===== src/logic/pxa_pkg.sv =====
// Package with register map, field positions, reset values and command codes
package pxa_pkg;
    // Register byte offsets
    localparam logic [7:0] OFF_DIMS   = 8'h00;
    localparam logic [7:0] OFF_BG     = 8'h04;
    localparam logic [7:0] OFF_FG     = 8'h08;
    localparam logic [7:0] OFF_WINDOW_START_CORNER = 8'h10;
    localparam logic [7:0] OFF_WINDOW_END_CORNER   = 8'h14;
    localparam logic [7:0] OFF_DESTINATION_ADDRESS  = 8'h18;
    localparam logic [7:0] OFF_CTRL   = 8'h1C;
    localparam logic [7:0] OFF_CMD    = 8'h20;
    localparam logic [7:0] OFF_STATUS = 8'h24;
    localparam logic [7:0] OFF_SRC    = 8'h28;
    localparam logic [7:0] OFF_WORD   = 8'h2C;
    localparam logic [7:0] OFF_SCR    = 8'h30;
    localparam logic [7:0] OFF_WSIZE  = 8'h44;
    localparam logic [7:0] OFF_COUNT  = 8'h48;
    // Scratch bank: five words, the line pattern is the fourth
    localparam int         SCR_N      = 5;
    localparam int         PAT_IDX    = 3;
    localparam int         XCNT_IDX   = 0;
    localparam int         YCNT_IDX   = 1;
    // Field positions
    localparam int         HI_LSB     = 16;
    localparam int         HALF_W     = 16;
    localparam int         BG_BITS    = 16;
    localparam int         ST_BUSY    = 0;
    localparam int         ST_EMPTY   = 1;
    localparam int         ST_OVF     = 28;
    localparam int         PS_W       = 3;
    // Reset values
    localparam logic [31:0] RST_WORD  = 32'h0000_0000;
    localparam logic [2:0]  RST_PS    = 3'h2;
    // Commands written to the command register
    localparam logic [2:0]  CMD_CLIP  = 3'h1;
    localparam logic [2:0]  CMD_FILL  = 3'h2;
    localparam logic [2:0]  CMD_EXP   = 3'h3;
    localparam logic [2:0]  CMD_DRAW  = 3'h4;
endpackage : pxa_pkg


===== src/logic/pxa_expand.sv =====
// Binary to colour expansion of one source word into one pixel word
`timescale 1ns/100ps
module pxa_expand (
    // Colours and pixel size code (pixel bits = 1 << ps)
    input  wire logic [31:0] fg,
    input  wire logic [31:0] bg,
    input  wire logic [2:0]  ps,
    // One source bit per destination pixel, lowest pixel first
    input  wire logic [31:0] src,
    // Expanded destination word
    output logic      [31:0] word
);
    genvar i;
    generate
        for (i = 0; i < 32; i = i + 1) begin : g_bit
            wire [4:0] pix_idx;
            assign pix_idx = 5'(i >> ps);
            // Bit i keeps its own alignment in the foreground word; the background bit is i modulo 16
            assign word[i] = src[pix_idx] ? fg[i]
                                          : bg[i % pxa_pkg::BG_BITS];
        end
    endgenerate
endmodule : pxa_expand


===== src/logic/pxa_clip.sv =====
// Common rectangle of destination array and clipping window
`timescale 1ns/100ps
module pxa_clip (
    // Destination corner and size, X low half, Y high half
    input  wire logic [31:0] destination_address,
    input  wire logic [31:0] dims,
    // Window corners, both inclusive
    input  wire logic [31:0] window_start_corner,
    input  wire logic [31:0] window_end_corner,
    // Result
    output logic             overlap,
    output logic      [31:0] common
);
    logic [16:0] d0 [2];
    logic [16:0] d1 [2];
    logic [16:0] lo [2];
    logic [16:0] hi [2];
    logic [1:0]  ok;
    genvar a;
    generate
        for (a = 0; a < 2; a = a + 1) begin : g_axis
            wire [16:0] ds;
            wire [16:0] sz;
            wire [16:0] ws;
            wire [16:0] we;
            assign ds    = {1'b0, destination_address[a*16 +: 16]};
            assign sz    = {1'b0, dims[a*16 +: 16]};
            assign ws    = {1'b0, window_start_corner[a*16 +: 16]};
            assign we    = {1'b0, window_end_corner[a*16 +: 16]};
            assign d0[a] = ds;
            assign d1[a] = ds + sz - 17'h00001;
            assign lo[a] = (d0[a] > ws) ? d0[a] : ws;
            assign hi[a] = (d1[a] < we) ? d1[a] : we;
            assign ok[a] = (sz != 17'h00000) && (lo[a] <= hi[a]);
            assign common[a*16 +: 16] = 16'(hi[a] - lo[a] + 17'h00001);
        end
    endgenerate
    assign overlap = &ok;
endmodule : pxa_clip


===== src/logic/pxa_regs.sv =====
// Pixel array operand registers with APB access and a small operation engine
//
// What this block does
// - Dimension register: height in bits 31..16, width in bits 15..0.
// - Zero width or zero height means an empty array; nothing transferred.
// - Width and height each accepted up to 65,535.
// - Window size is end minus start plus one, on both axes.
// - Clip command writes the window/destination intersection size; draws nothing.
// - No overlap: overflow is cleared, dimension contents undefined.
// - Only software writes and the clip command change the dimension register.
// - Expansion zero bits take background pixels from its low 16 bits.
// - Foreground pixels are used at the same bit alignment as the destination.
// - Fill and draw operations use the foreground colour.
// - Expansion one bits take the aligned foreground pixel.
// - Operations never change either colour register.
// - Scratch words serve line operands; words 0 and 1 are overwritten by fill, expand and draw.
// - Window start and end corners are both inside the window.
// - Overflow is status bit 28, updated by operations.
`timescale 1ns/100ps
module pxa_regs (
    // Clock and reset
    input  wire logic        clk,
    input  wire logic        resetn,
    // APB slave
    input  wire logic        psel,
    input  wire logic        penable,
    input  wire logic        pwrite,
    input  wire logic [7:0]  paddr,
    input  wire logic [31:0] pwdata,
    output logic      [31:0] prdata,
    output logic             pready,
    output logic             pslverr,
    // Engine state
    output logic             busy,
    output logic             overflow
);
    typedef enum logic [1:0] {
        PXA_IDLE,
        PXA_RUN
    } pxa_state_e;

    pxa_state_e  state_r;
    pxa_state_e  state_nxt;
    logic [31:0] dims_r;
    logic [31:0] bg_r;
    logic [31:0] fg_r;
    logic [31:0] window_start_corner_r;
    logic [31:0] window_end_corner_r;
    logic [31:0] destination_address_r;
    logic [2:0]  ps_r;
    logic [31:0] src_r;
    logic [31:0] word_r;
    logic [31:0] count_r;
    logic [31:0] scr_r [pxa_pkg::SCR_N];
    logic        expand_r;
    logic        empty_r;
    logic        ovf_r;
    logic [31:0] prdata_r;
    logic        pready_r;
    logic        pslverr_r;
    logic        busy_r;

    // Bus decode
    wire         setup_rd;
    wire         access;
    wire         wr_en;
    wire         hit;
    wire [31:0]  rd_mux;
    wire         sel_dims;
    wire         sel_bg;
    wire         sel_fg;
    wire         sel_window_start_corner;
    wire         sel_window_end_corner;
    wire         sel_destination_address;
    wire         sel_ctrl;
    wire         sel_cmd;
    wire         sel_status;
    wire         sel_src;
    wire         sel_word;
    wire         sel_wsize;
    wire         sel_count;
    wire         sel_scr;
    wire [2:0]   scr_idx;
    wire [7:0]   scr_off;

    assign setup_rd   = psel && !penable;
    assign access     = psel && penable && pready_r;
    assign wr_en      = access && pwrite;
    assign sel_dims   = (paddr == pxa_pkg::OFF_DIMS);
    assign sel_bg     = (paddr == pxa_pkg::OFF_BG);
    assign sel_fg     = (paddr == pxa_pkg::OFF_FG);
    assign sel_window_start_corner = (paddr == pxa_pkg::OFF_WINDOW_START_CORNER);
    assign sel_window_end_corner   = (paddr == pxa_pkg::OFF_WINDOW_END_CORNER);
    assign sel_destination_address  = (paddr == pxa_pkg::OFF_DESTINATION_ADDRESS);
    assign sel_ctrl   = (paddr == pxa_pkg::OFF_CTRL);
    assign sel_cmd    = (paddr == pxa_pkg::OFF_CMD);
    assign sel_status = (paddr == pxa_pkg::OFF_STATUS);
    assign sel_src    = (paddr == pxa_pkg::OFF_SRC);
    assign sel_word   = (paddr == pxa_pkg::OFF_WORD);
    assign sel_wsize  = (paddr == pxa_pkg::OFF_WSIZE);
    assign sel_count  = (paddr == pxa_pkg::OFF_COUNT);
    assign scr_off    = paddr - pxa_pkg::OFF_SCR;
    assign scr_idx    = scr_off[4:2];
    // Upper offset bits must be zero too, or addresses past the bank alias onto it
    assign sel_scr    = (paddr >= pxa_pkg::OFF_SCR) && (paddr[1:0] == 2'b00)
                        && (scr_off[7:5] == 3'b000)
                        && (scr_idx < 3'(pxa_pkg::SCR_N));
    assign hit        = sel_dims || sel_bg || sel_fg || sel_window_start_corner || sel_window_end_corner
                        || sel_destination_address || sel_ctrl || sel_cmd || sel_status
                        || sel_src || sel_word || sel_wsize || sel_count
                        || sel_scr;

    // Operand views
    wire [15:0]  width;
    wire [15:0]  height;
    wire         dims_empty;
    wire [31:0]  wsize;
    wire         clip_overlap;
    wire [31:0]  clip_dims;
    wire [31:0]  exp_word;
    wire [31:0]  status;
    wire [2:0]   cmd;
    wire         cmd_go;
    wire         run_go;
    wire [15:0]  xcnt;
    wire [15:0]  ycnt;
    wire         row_end;
    wire         last_pix;

    assign width      = dims_r[pxa_pkg::HI_LSB-1:0];
    assign height     = dims_r[31:pxa_pkg::HI_LSB];
    assign dims_empty = (width == 16'h0000) || (height == 16'h0000);
    // Window size per axis, wraps if end lies below start
    assign wsize[31:16] = window_end_corner_r[31:16] - window_start_corner_r[31:16] + 16'h0001;
    assign wsize[15:0]  = window_end_corner_r[15:0] - window_start_corner_r[15:0] + 16'h0001;
    assign cmd        = pwdata[pxa_pkg::PS_W-1:0];
    // A command written while the engine runs is dropped without an error
    assign cmd_go     = wr_en && sel_cmd && (state_r == PXA_IDLE);
    assign run_go     = cmd_go && ((cmd == pxa_pkg::CMD_FILL)
                        || (cmd == pxa_pkg::CMD_EXP) || (cmd == pxa_pkg::CMD_DRAW));
    assign xcnt       = scr_r[pxa_pkg::XCNT_IDX][15:0];
    assign ycnt       = scr_r[pxa_pkg::YCNT_IDX][15:0];
    // Changing the size while running moves the end of the run
    assign row_end    = (xcnt == width - 16'h0001);
    assign last_pix   = row_end && (ycnt == height - 16'h0001);

    // Status word; the bits not listed read as zero
    assign status = (32'(ovf_r) << pxa_pkg::ST_OVF)
                    | (32'(empty_r) << pxa_pkg::ST_EMPTY)
                    | (32'(busy_r) << pxa_pkg::ST_BUSY);

    assign rd_mux = sel_dims   ? dims_r   :
                    sel_bg     ? bg_r     :
                    sel_fg     ? fg_r     :
                    sel_window_start_corner ? window_start_corner_r :
                    sel_window_end_corner   ? window_end_corner_r   :
                    sel_destination_address  ? destination_address_r  :
                    sel_ctrl   ? {29'h0000000, ps_r} :
                    sel_status ? status   :
                    sel_src    ? src_r    :
                    sel_word   ? word_r   :
                    sel_wsize  ? wsize    :
                    sel_count  ? count_r  :
                    sel_scr    ? scr_r[scr_idx] :
                    32'h0000_0000;

    pxa_clip u_clip (
        .destination_address   (destination_address_r),
        .dims    (dims_r),
        .window_start_corner  (window_start_corner_r),
        .window_end_corner    (window_end_corner_r),
        .overlap (clip_overlap),
        .common  (clip_dims)
    );

    pxa_expand u_expand (
        .fg   (fg_r),
        .bg   (bg_r),
        .ps   (ps_r),
        .src  (src_r),
        .word (exp_word)
    );

    // APB answer: one wait-free access cycle after setup
    // Read data is taken at setup, before the access edge can write the register
    always_ff @(posedge clk or negedge resetn) begin
        if (!resetn) begin
            pready_r  <= 1'b0;
            pslverr_r <= 1'b0;
            prdata_r  <= pxa_pkg::RST_WORD;
        end else begin
            pready_r  <= setup_rd;
            pslverr_r <= setup_rd && !hit;
            if (setup_rd) begin
                prdata_r <= pwrite ? pxa_pkg::RST_WORD : rd_mux;
            end
        end
    end

    // Software-owned registers; colours are never written by the engine
    always_ff @(posedge clk or negedge resetn) begin
        if (!resetn) begin
            bg_r     <= pxa_pkg::RST_WORD;
            fg_r     <= pxa_pkg::RST_WORD;
            window_start_corner_r <= pxa_pkg::RST_WORD;
            window_end_corner_r   <= pxa_pkg::RST_WORD;
            destination_address_r  <= pxa_pkg::RST_WORD;
            src_r    <= pxa_pkg::RST_WORD;
            ps_r     <= pxa_pkg::RST_PS;
        end else if (wr_en) begin
            if (sel_bg)     bg_r     <= pwdata;
            if (sel_fg)     fg_r     <= pwdata;
            if (sel_window_start_corner) window_start_corner_r <= pwdata;
            if (sel_window_end_corner)   window_end_corner_r   <= pwdata;
            if (sel_destination_address)  destination_address_r  <= pwdata;
            if (sel_src)    src_r    <= pwdata;
            if (sel_ctrl)   ps_r     <= pwdata[pxa_pkg::PS_W-1:0];
        end
    end

    // Dimension register: full 16-bit fields, changed only by software or clip
    always_ff @(posedge clk or negedge resetn) begin
        if (!resetn) begin
            dims_r <= pxa_pkg::RST_WORD;
        end else if (wr_en && sel_dims) begin
            dims_r <= pwdata;
        end else if (cmd_go && (cmd == pxa_pkg::CMD_CLIP) && clip_overlap) begin
            dims_r <= clip_dims;
        end
    end

    // No overlap keeps the old size; its value is not to be relied on
    always_ff @(posedge clk or negedge resetn) begin
        if (!resetn) begin
            ovf_r <= 1'b0;
        end else if (cmd_go && (cmd == pxa_pkg::CMD_CLIP)) begin
            ovf_r <= clip_overlap;
        end else if (run_go) begin
            ovf_r <= 1'b0;
        end
    end

    // Engine state
    always_comb begin
        state_nxt = state_r;
        case (state_r)
            PXA_IDLE: begin
                if (run_go && !dims_empty) begin
                    state_nxt = PXA_RUN;
                end
            end
            PXA_RUN: begin
                if (last_pix) begin
                    state_nxt = PXA_IDLE;
                end
            end
            default: begin
                state_nxt = PXA_IDLE;
            end
        endcase
    end

    always_ff @(posedge clk or negedge resetn) begin
        if (!resetn) begin
            state_r  <= PXA_IDLE;
            expand_r <= 1'b0;
            empty_r  <= 1'b0;
        end else begin
            state_r <= state_nxt;
            if (run_go) begin
                expand_r <= (cmd == pxa_pkg::CMD_EXP);
                empty_r  <= dims_empty;
            end
        end
    end

    // Busy has a flop of its own so the port carries no state decode
    always_ff @(posedge clk or negedge resetn) begin
        if (!resetn) begin
            busy_r <= 1'b0;
        end else begin
            busy_r <= (state_nxt == PXA_RUN);
        end
    end

    // Pixel count and last destination word produced
    always_ff @(posedge clk or negedge resetn) begin
        if (!resetn) begin
            count_r <= pxa_pkg::RST_WORD;
            word_r  <= pxa_pkg::RST_WORD;
        end else if (run_go) begin
            count_r <= pxa_pkg::RST_WORD;
        end else if (state_r == PXA_RUN) begin
            count_r <= count_r + 32'h0000_0001;
            word_r  <= expand_r ? exp_word : fg_r;
        end
    end

    // Scratch bank: software words, also the engine's X and Y counters
    genvar s;
    generate
        for (s = 0; s < pxa_pkg::SCR_N; s = s + 1) begin : g_scr
            wire sw_wr;
            wire eng_wr;
            wire [31:0] eng_val;
            assign sw_wr = wr_en && sel_scr && (scr_idx == 3'(s));
            if (s == pxa_pkg::XCNT_IDX) begin : g_x
                assign eng_wr  = run_go || (state_r == PXA_RUN);
                assign eng_val = (run_go || row_end) ? pxa_pkg::RST_WORD
                                 : {16'h0000, xcnt + 16'h0001};
            end else if (s == pxa_pkg::YCNT_IDX) begin : g_y
                assign eng_wr  = run_go || ((state_r == PXA_RUN) && row_end);
                assign eng_val = run_go ? pxa_pkg::RST_WORD
                                 : {16'h0000, ycnt + 16'h0001};
            end else begin : g_keep
                // Line pattern and other words belong to software alone
                assign eng_wr  = 1'b0;
                assign eng_val = pxa_pkg::RST_WORD;
            end
            // The engine wins when software writes a counter word in the same cycle
            always_ff @(posedge clk or negedge resetn) begin
                if (!resetn) begin
                    scr_r[s] <= pxa_pkg::RST_WORD;
                end else if (eng_wr) begin
                    scr_r[s] <= eng_val;
                end else if (sw_wr) begin
                    scr_r[s] <= pwdata;
                end
            end
        end
    endgenerate

    // Outputs straight from flip-flops
    assign prdata   = prdata_r;
    assign pready   = pready_r;
    assign pslverr  = pslverr_r;
    assign busy     = busy_r;
    assign overflow = ovf_r;

endmodule : pxa_regs


===== config.mk =====
export PLATFORM = sky130hd
export DESIGN_NAME = pxa_regs
export DESIGN_NICKNAME = d
export VERILOG_FILES = /design/src/logic/pxa_pkg.sv /design/src/logic/pxa_expand.sv /design/src/logic/pxa_clip.sv /design/src/logic/pxa_regs.sv
export SDC_FILE = /design/constraint.sdc
export NUM_CORES = 2
export LEC_CHECK = 0
export ABC_AREA = 1
export ABC_CLOCK_PERIOD_IN_PS = 5600
export BUFFER_PORTS_ARGS = -buffer_cell sky130_fd_sc_hd__buf_2
export CAP_MARGIN = 5
export CORE_MARGIN = 2
export CORE_UTILIZATION = 50
export CTS_CLUSTER_DIAMETER = 50
export DETAILED_ROUTE_END_ITERATION = 10
export GPL_TIMING_DRIVEN = 1
export PLACE_DENSITY = 0.65
export RECOVER_POWER = 100
export SETUP_SLACK_MARGIN = 0.05
export SKIP_LAST_GASP = 1
export SLEW_MARGIN = 20
export SYNTH_ARGS = -nofsm -noshare
export SYNTH_HDL_FRONTEND = slang
export SYNTH_SLANG_ARGS = --single-unit

===== constraint.sdc =====
create_clock -name clk -period 5.6 [get_ports clk]
set_clock_uncertainty 0.2 [all_clocks]
set_input_delay 0.28 -clock clk [delete_from_list [all_inputs] [get_ports clk]]
set_output_delay 0.28 -clock clk [all_outputs]
set_load 0.01 [all_outputs]

==> impl_metrics.json <==
{
  "max_stage_delay_ns": 0.41,
  "stdcell_count": 7022,
  "powerDensity_nw_per_um2": 219,
  "routabilityCongestion": 1.05,
  "cts_made_buffers": 77,
  "grt_use_total_pct": 42.8,
  "dp_slack_ns": -0.477,
  "synth-edff-count": 0,
  "drtIter0Drc": 5811,
  "rows": 101,
  "failed_checks": "capacitance limit, slew limit, setup timing",
  "crit_required_ns": 5.95,
  "timing.reg2reg.setup_slack_ns": -0.30,
  "async_flop_share_pct": 100,
  "vdd_drop_max_mv": 0.246,
  "ys_seq_elements": 491,
  "ys_types": 73,
  "die_w_um": 282,
  "synth_seq_area_share_pct": 31.8,
  "synth.yosys.warnings": 0,
  "cts_tree": "yes",
  "synth_ff_type": "dfrtp_1",
  "critical_path_class": "reg -> reg",
  "slowest_stage": "dfrtp_1",
  "grt_max_degree": 163,
  "cp-end-kind": "flop",
  "vias": 42600,
  "drt-total-wl_um": 172000,
  "core_um2": 76300,
  "die_area_um2": 79600,
  "cts_htree_levels": 3,
  "slew_headroom_pct": -218,
  "cp-start-kind": "flop",
  "clkSinkCount": 491,
  "viasPerCell": 6.06,
  "io_pins": 81,
  "initial_utilization_pct": 50.7,
  "fin_nets": 6263,
  "synth.most_common_cell": "nand2_1",
  "wl_per_cell_um": 24.5,
  "dpl.hpwl_um": 123000,
  "path_max_fanout": 7,
  "postSynthAreaPerCell_um2": 6.86,
  "grt-ovfl-total": 0,
  "synth_top_area_share_pct": 31.7,
  "synth_area_leaders": "dfrtp_1 (32%), nand2_1 (14%), o21ai_0 (9.4%), ha_1 (9.3%), a21oi_1 (6.1%)",
  "clk_pin_slew_ns": 0.06,
  "synth_top_area_cell": "dfrtp_1",
  "period_minus_slack_ns": 5.90,
  "setup_viol": 33,
  "finalCritPeriodShare_pct": 105,
  "drt_drc_violations_left": 0,
  "grt_pass1_wl_um": 254000,
  "synthesis.instances": 5638,
  "max_freq_mhz": 169,
  "drive_gt1_share_pct": 13.9,
  "antenna_left": 0,
  "area_delta_synth_final_pct": 19.8,
  "setup_ws_ns": -0.304,
  "portBuffers": 80,
  "antenna_found_initial": 8,
  "hp-class": "in -> reg",
  "firstDrtPassIters": 8,
  "syn_area_um2": 38700,
  "fill_cells": 7261,
  "cellLeakagePower_nw": 22.7,
  "arrival_ns": 6.26,
  "cts-root-buf": "clkbuf_16",
  "rsz0062_at_grt": "yes",
  "worst_slew_pin_slew_ns": 4.78,
  "fp.dieH_um": 282,
  "hold_slack_ns": 0.144,
  "finalHoldViolCount": 0,
  "syn_nets": 5978,
  "drv_cap": 6,
  "status": "finished, violations left",
  "dpl-instance-area_um2": 41800,
  "clockBufferDepth": 3,
  "grt_pass1_vias": 39400,
  "yosys-top-cells-count": "nand2_1 (1,476), o21ai_0 (723), inv_1 (625)",
  "finalInstanceArea_um2": 46300,
  "dp.cells": 6787,
  "clock_latency_ns": 0.68,
  "drv_slew": 371
}
==> sequential cells by signal, indices dropped and copies added, names as in the netlist <==
signal	count
bg_r	32
busy	1
count_r	32
destination_address_r	32
dims_r	32
empty_r	1
expand_r	1
fg_r	32
overflow	1
prdata	32
pready	1
ps_r	3
pslverr	1
scr_r	160
src_r	32
state_r	2
window_end_corner_r	32
window_start_corner_r	32
word_r	32
==> worst paths after layout <==
check / from / endpoint / cells past startpoint
setup / recovery: dims_r[16] / dims_r[31] / 38
setup reg to reg: dims_r[16] / dims_r[31] / 38
max in group asynchronous: resetn / destination_address_r[3] / 3
hold reg to reg: prdata[12] / prdata[12] / 2
min in group asynchronous: resetn / src_r[8] / 2
hold / removal: paddr[3] / scr_r[94] / 4
==> power by group <==
| group | switching [mW] | internal (mW) |
|---|---|---|
| clock | 2.04 | 3.00 |
| combinational | 0.900 | 0.489 |
| sequential | 0.107 | 3.61 |
| total | 3.04 | 7.10 |
==> worst max-delay path: cells and delay by family, from the launching register on <==
family / cells / cell delay, ns
fa+ha+maj: 6 / 1.56
simple gates: 12 / 1.31
compound gates: 8 / 1.24
buf+inv: 10 / 0.77
flops: 1 / 0.41
xor+xnor: 2 / 0.27
==> kinds of logic (layout without fill, tap and decap cells) <==
group                      Yosys count  after routing  synth area share [%]
xor gates and xnor gates           145            145                  3.30
adders and majority gates          295            295                  9.68
other                                1              9               0.00969
buffers and inverters              948           1293                  9.56
and+or+nand+nor                   2234           2235                  23.9
muxes                                1              1                0.0291
DFF                                491            491                  31.8
AOI/OAI and AO/OA                 1523           1523                  21.8
==> routing by layer <==
metal	vias up	global-route usage [%]	part of all wire, %
met5	-	0	0.057
met4	4	24.8	7.0
met3	569	9.28	11
met2	2575	64.1	43
met1	20000	57.0	39
li1	19400	-	-
==> cell type report <==
type	count	area [um2]	share of cell area, %
Tap cell	1030	1290	2.78
Sequential cell	491	12300	26.5
Clock inverter	44	614	1.33
Clock buffer	96	2080	4.48
Timing Repair Buffer	501	3780	8.16
Antenna cell	8	20.0	0.0432
Multi-Input combinational cell	4200	23800	51.4
Inverter	652	2460	5.30
==> cell usage in the layout (no fill, tap or decap), types with 29 or more instances in the layout <==
master	n
xnor2_1	35
a21oi_1	458
o22ai_1	44
dlygate4sd3_1	35
inv_2	42
ha_1	255
clkbuf_1	55
nor2_1	259
clkbuf_16	78
buf_2	41
o211ai_1	84
nand2_1	1428
nor3_1	48
o31ai_1	30
inv_1	597
dfrtp_1	490
xor2_1	106
nand4_1	50
buf_4	354
ha_4	29
nand3_1	286
o21ai_0	708
o221ai_1	30
==> per-stage QoR <==
step / power (mW) / setup TNS, ns / utilization [%]
2_1_floorplan: 4.40 / -0.0113 / -
3_3_place_gp: 4.98 / -9.02 / 54.8
3_5_place_dp: 4.98 / -14.32 / 54.8
4_1_cts: 10.1 / -6.31 / 60.2
5_1_grt: 10.4 / -27.78 / 60.7
6_report: 10.1 / -7.63 / 60.7
==> repair_timing <==
item,in CTS,in global routing
buffers inserted,46,9
cloned,6,1
hold buffers,35,0
setup endpoints to repair,33,33
endpoints found under the hold margin,133,0
pin swaps,53,69
gates resized for setup,155,96
(Power assumes the default switching activity.)
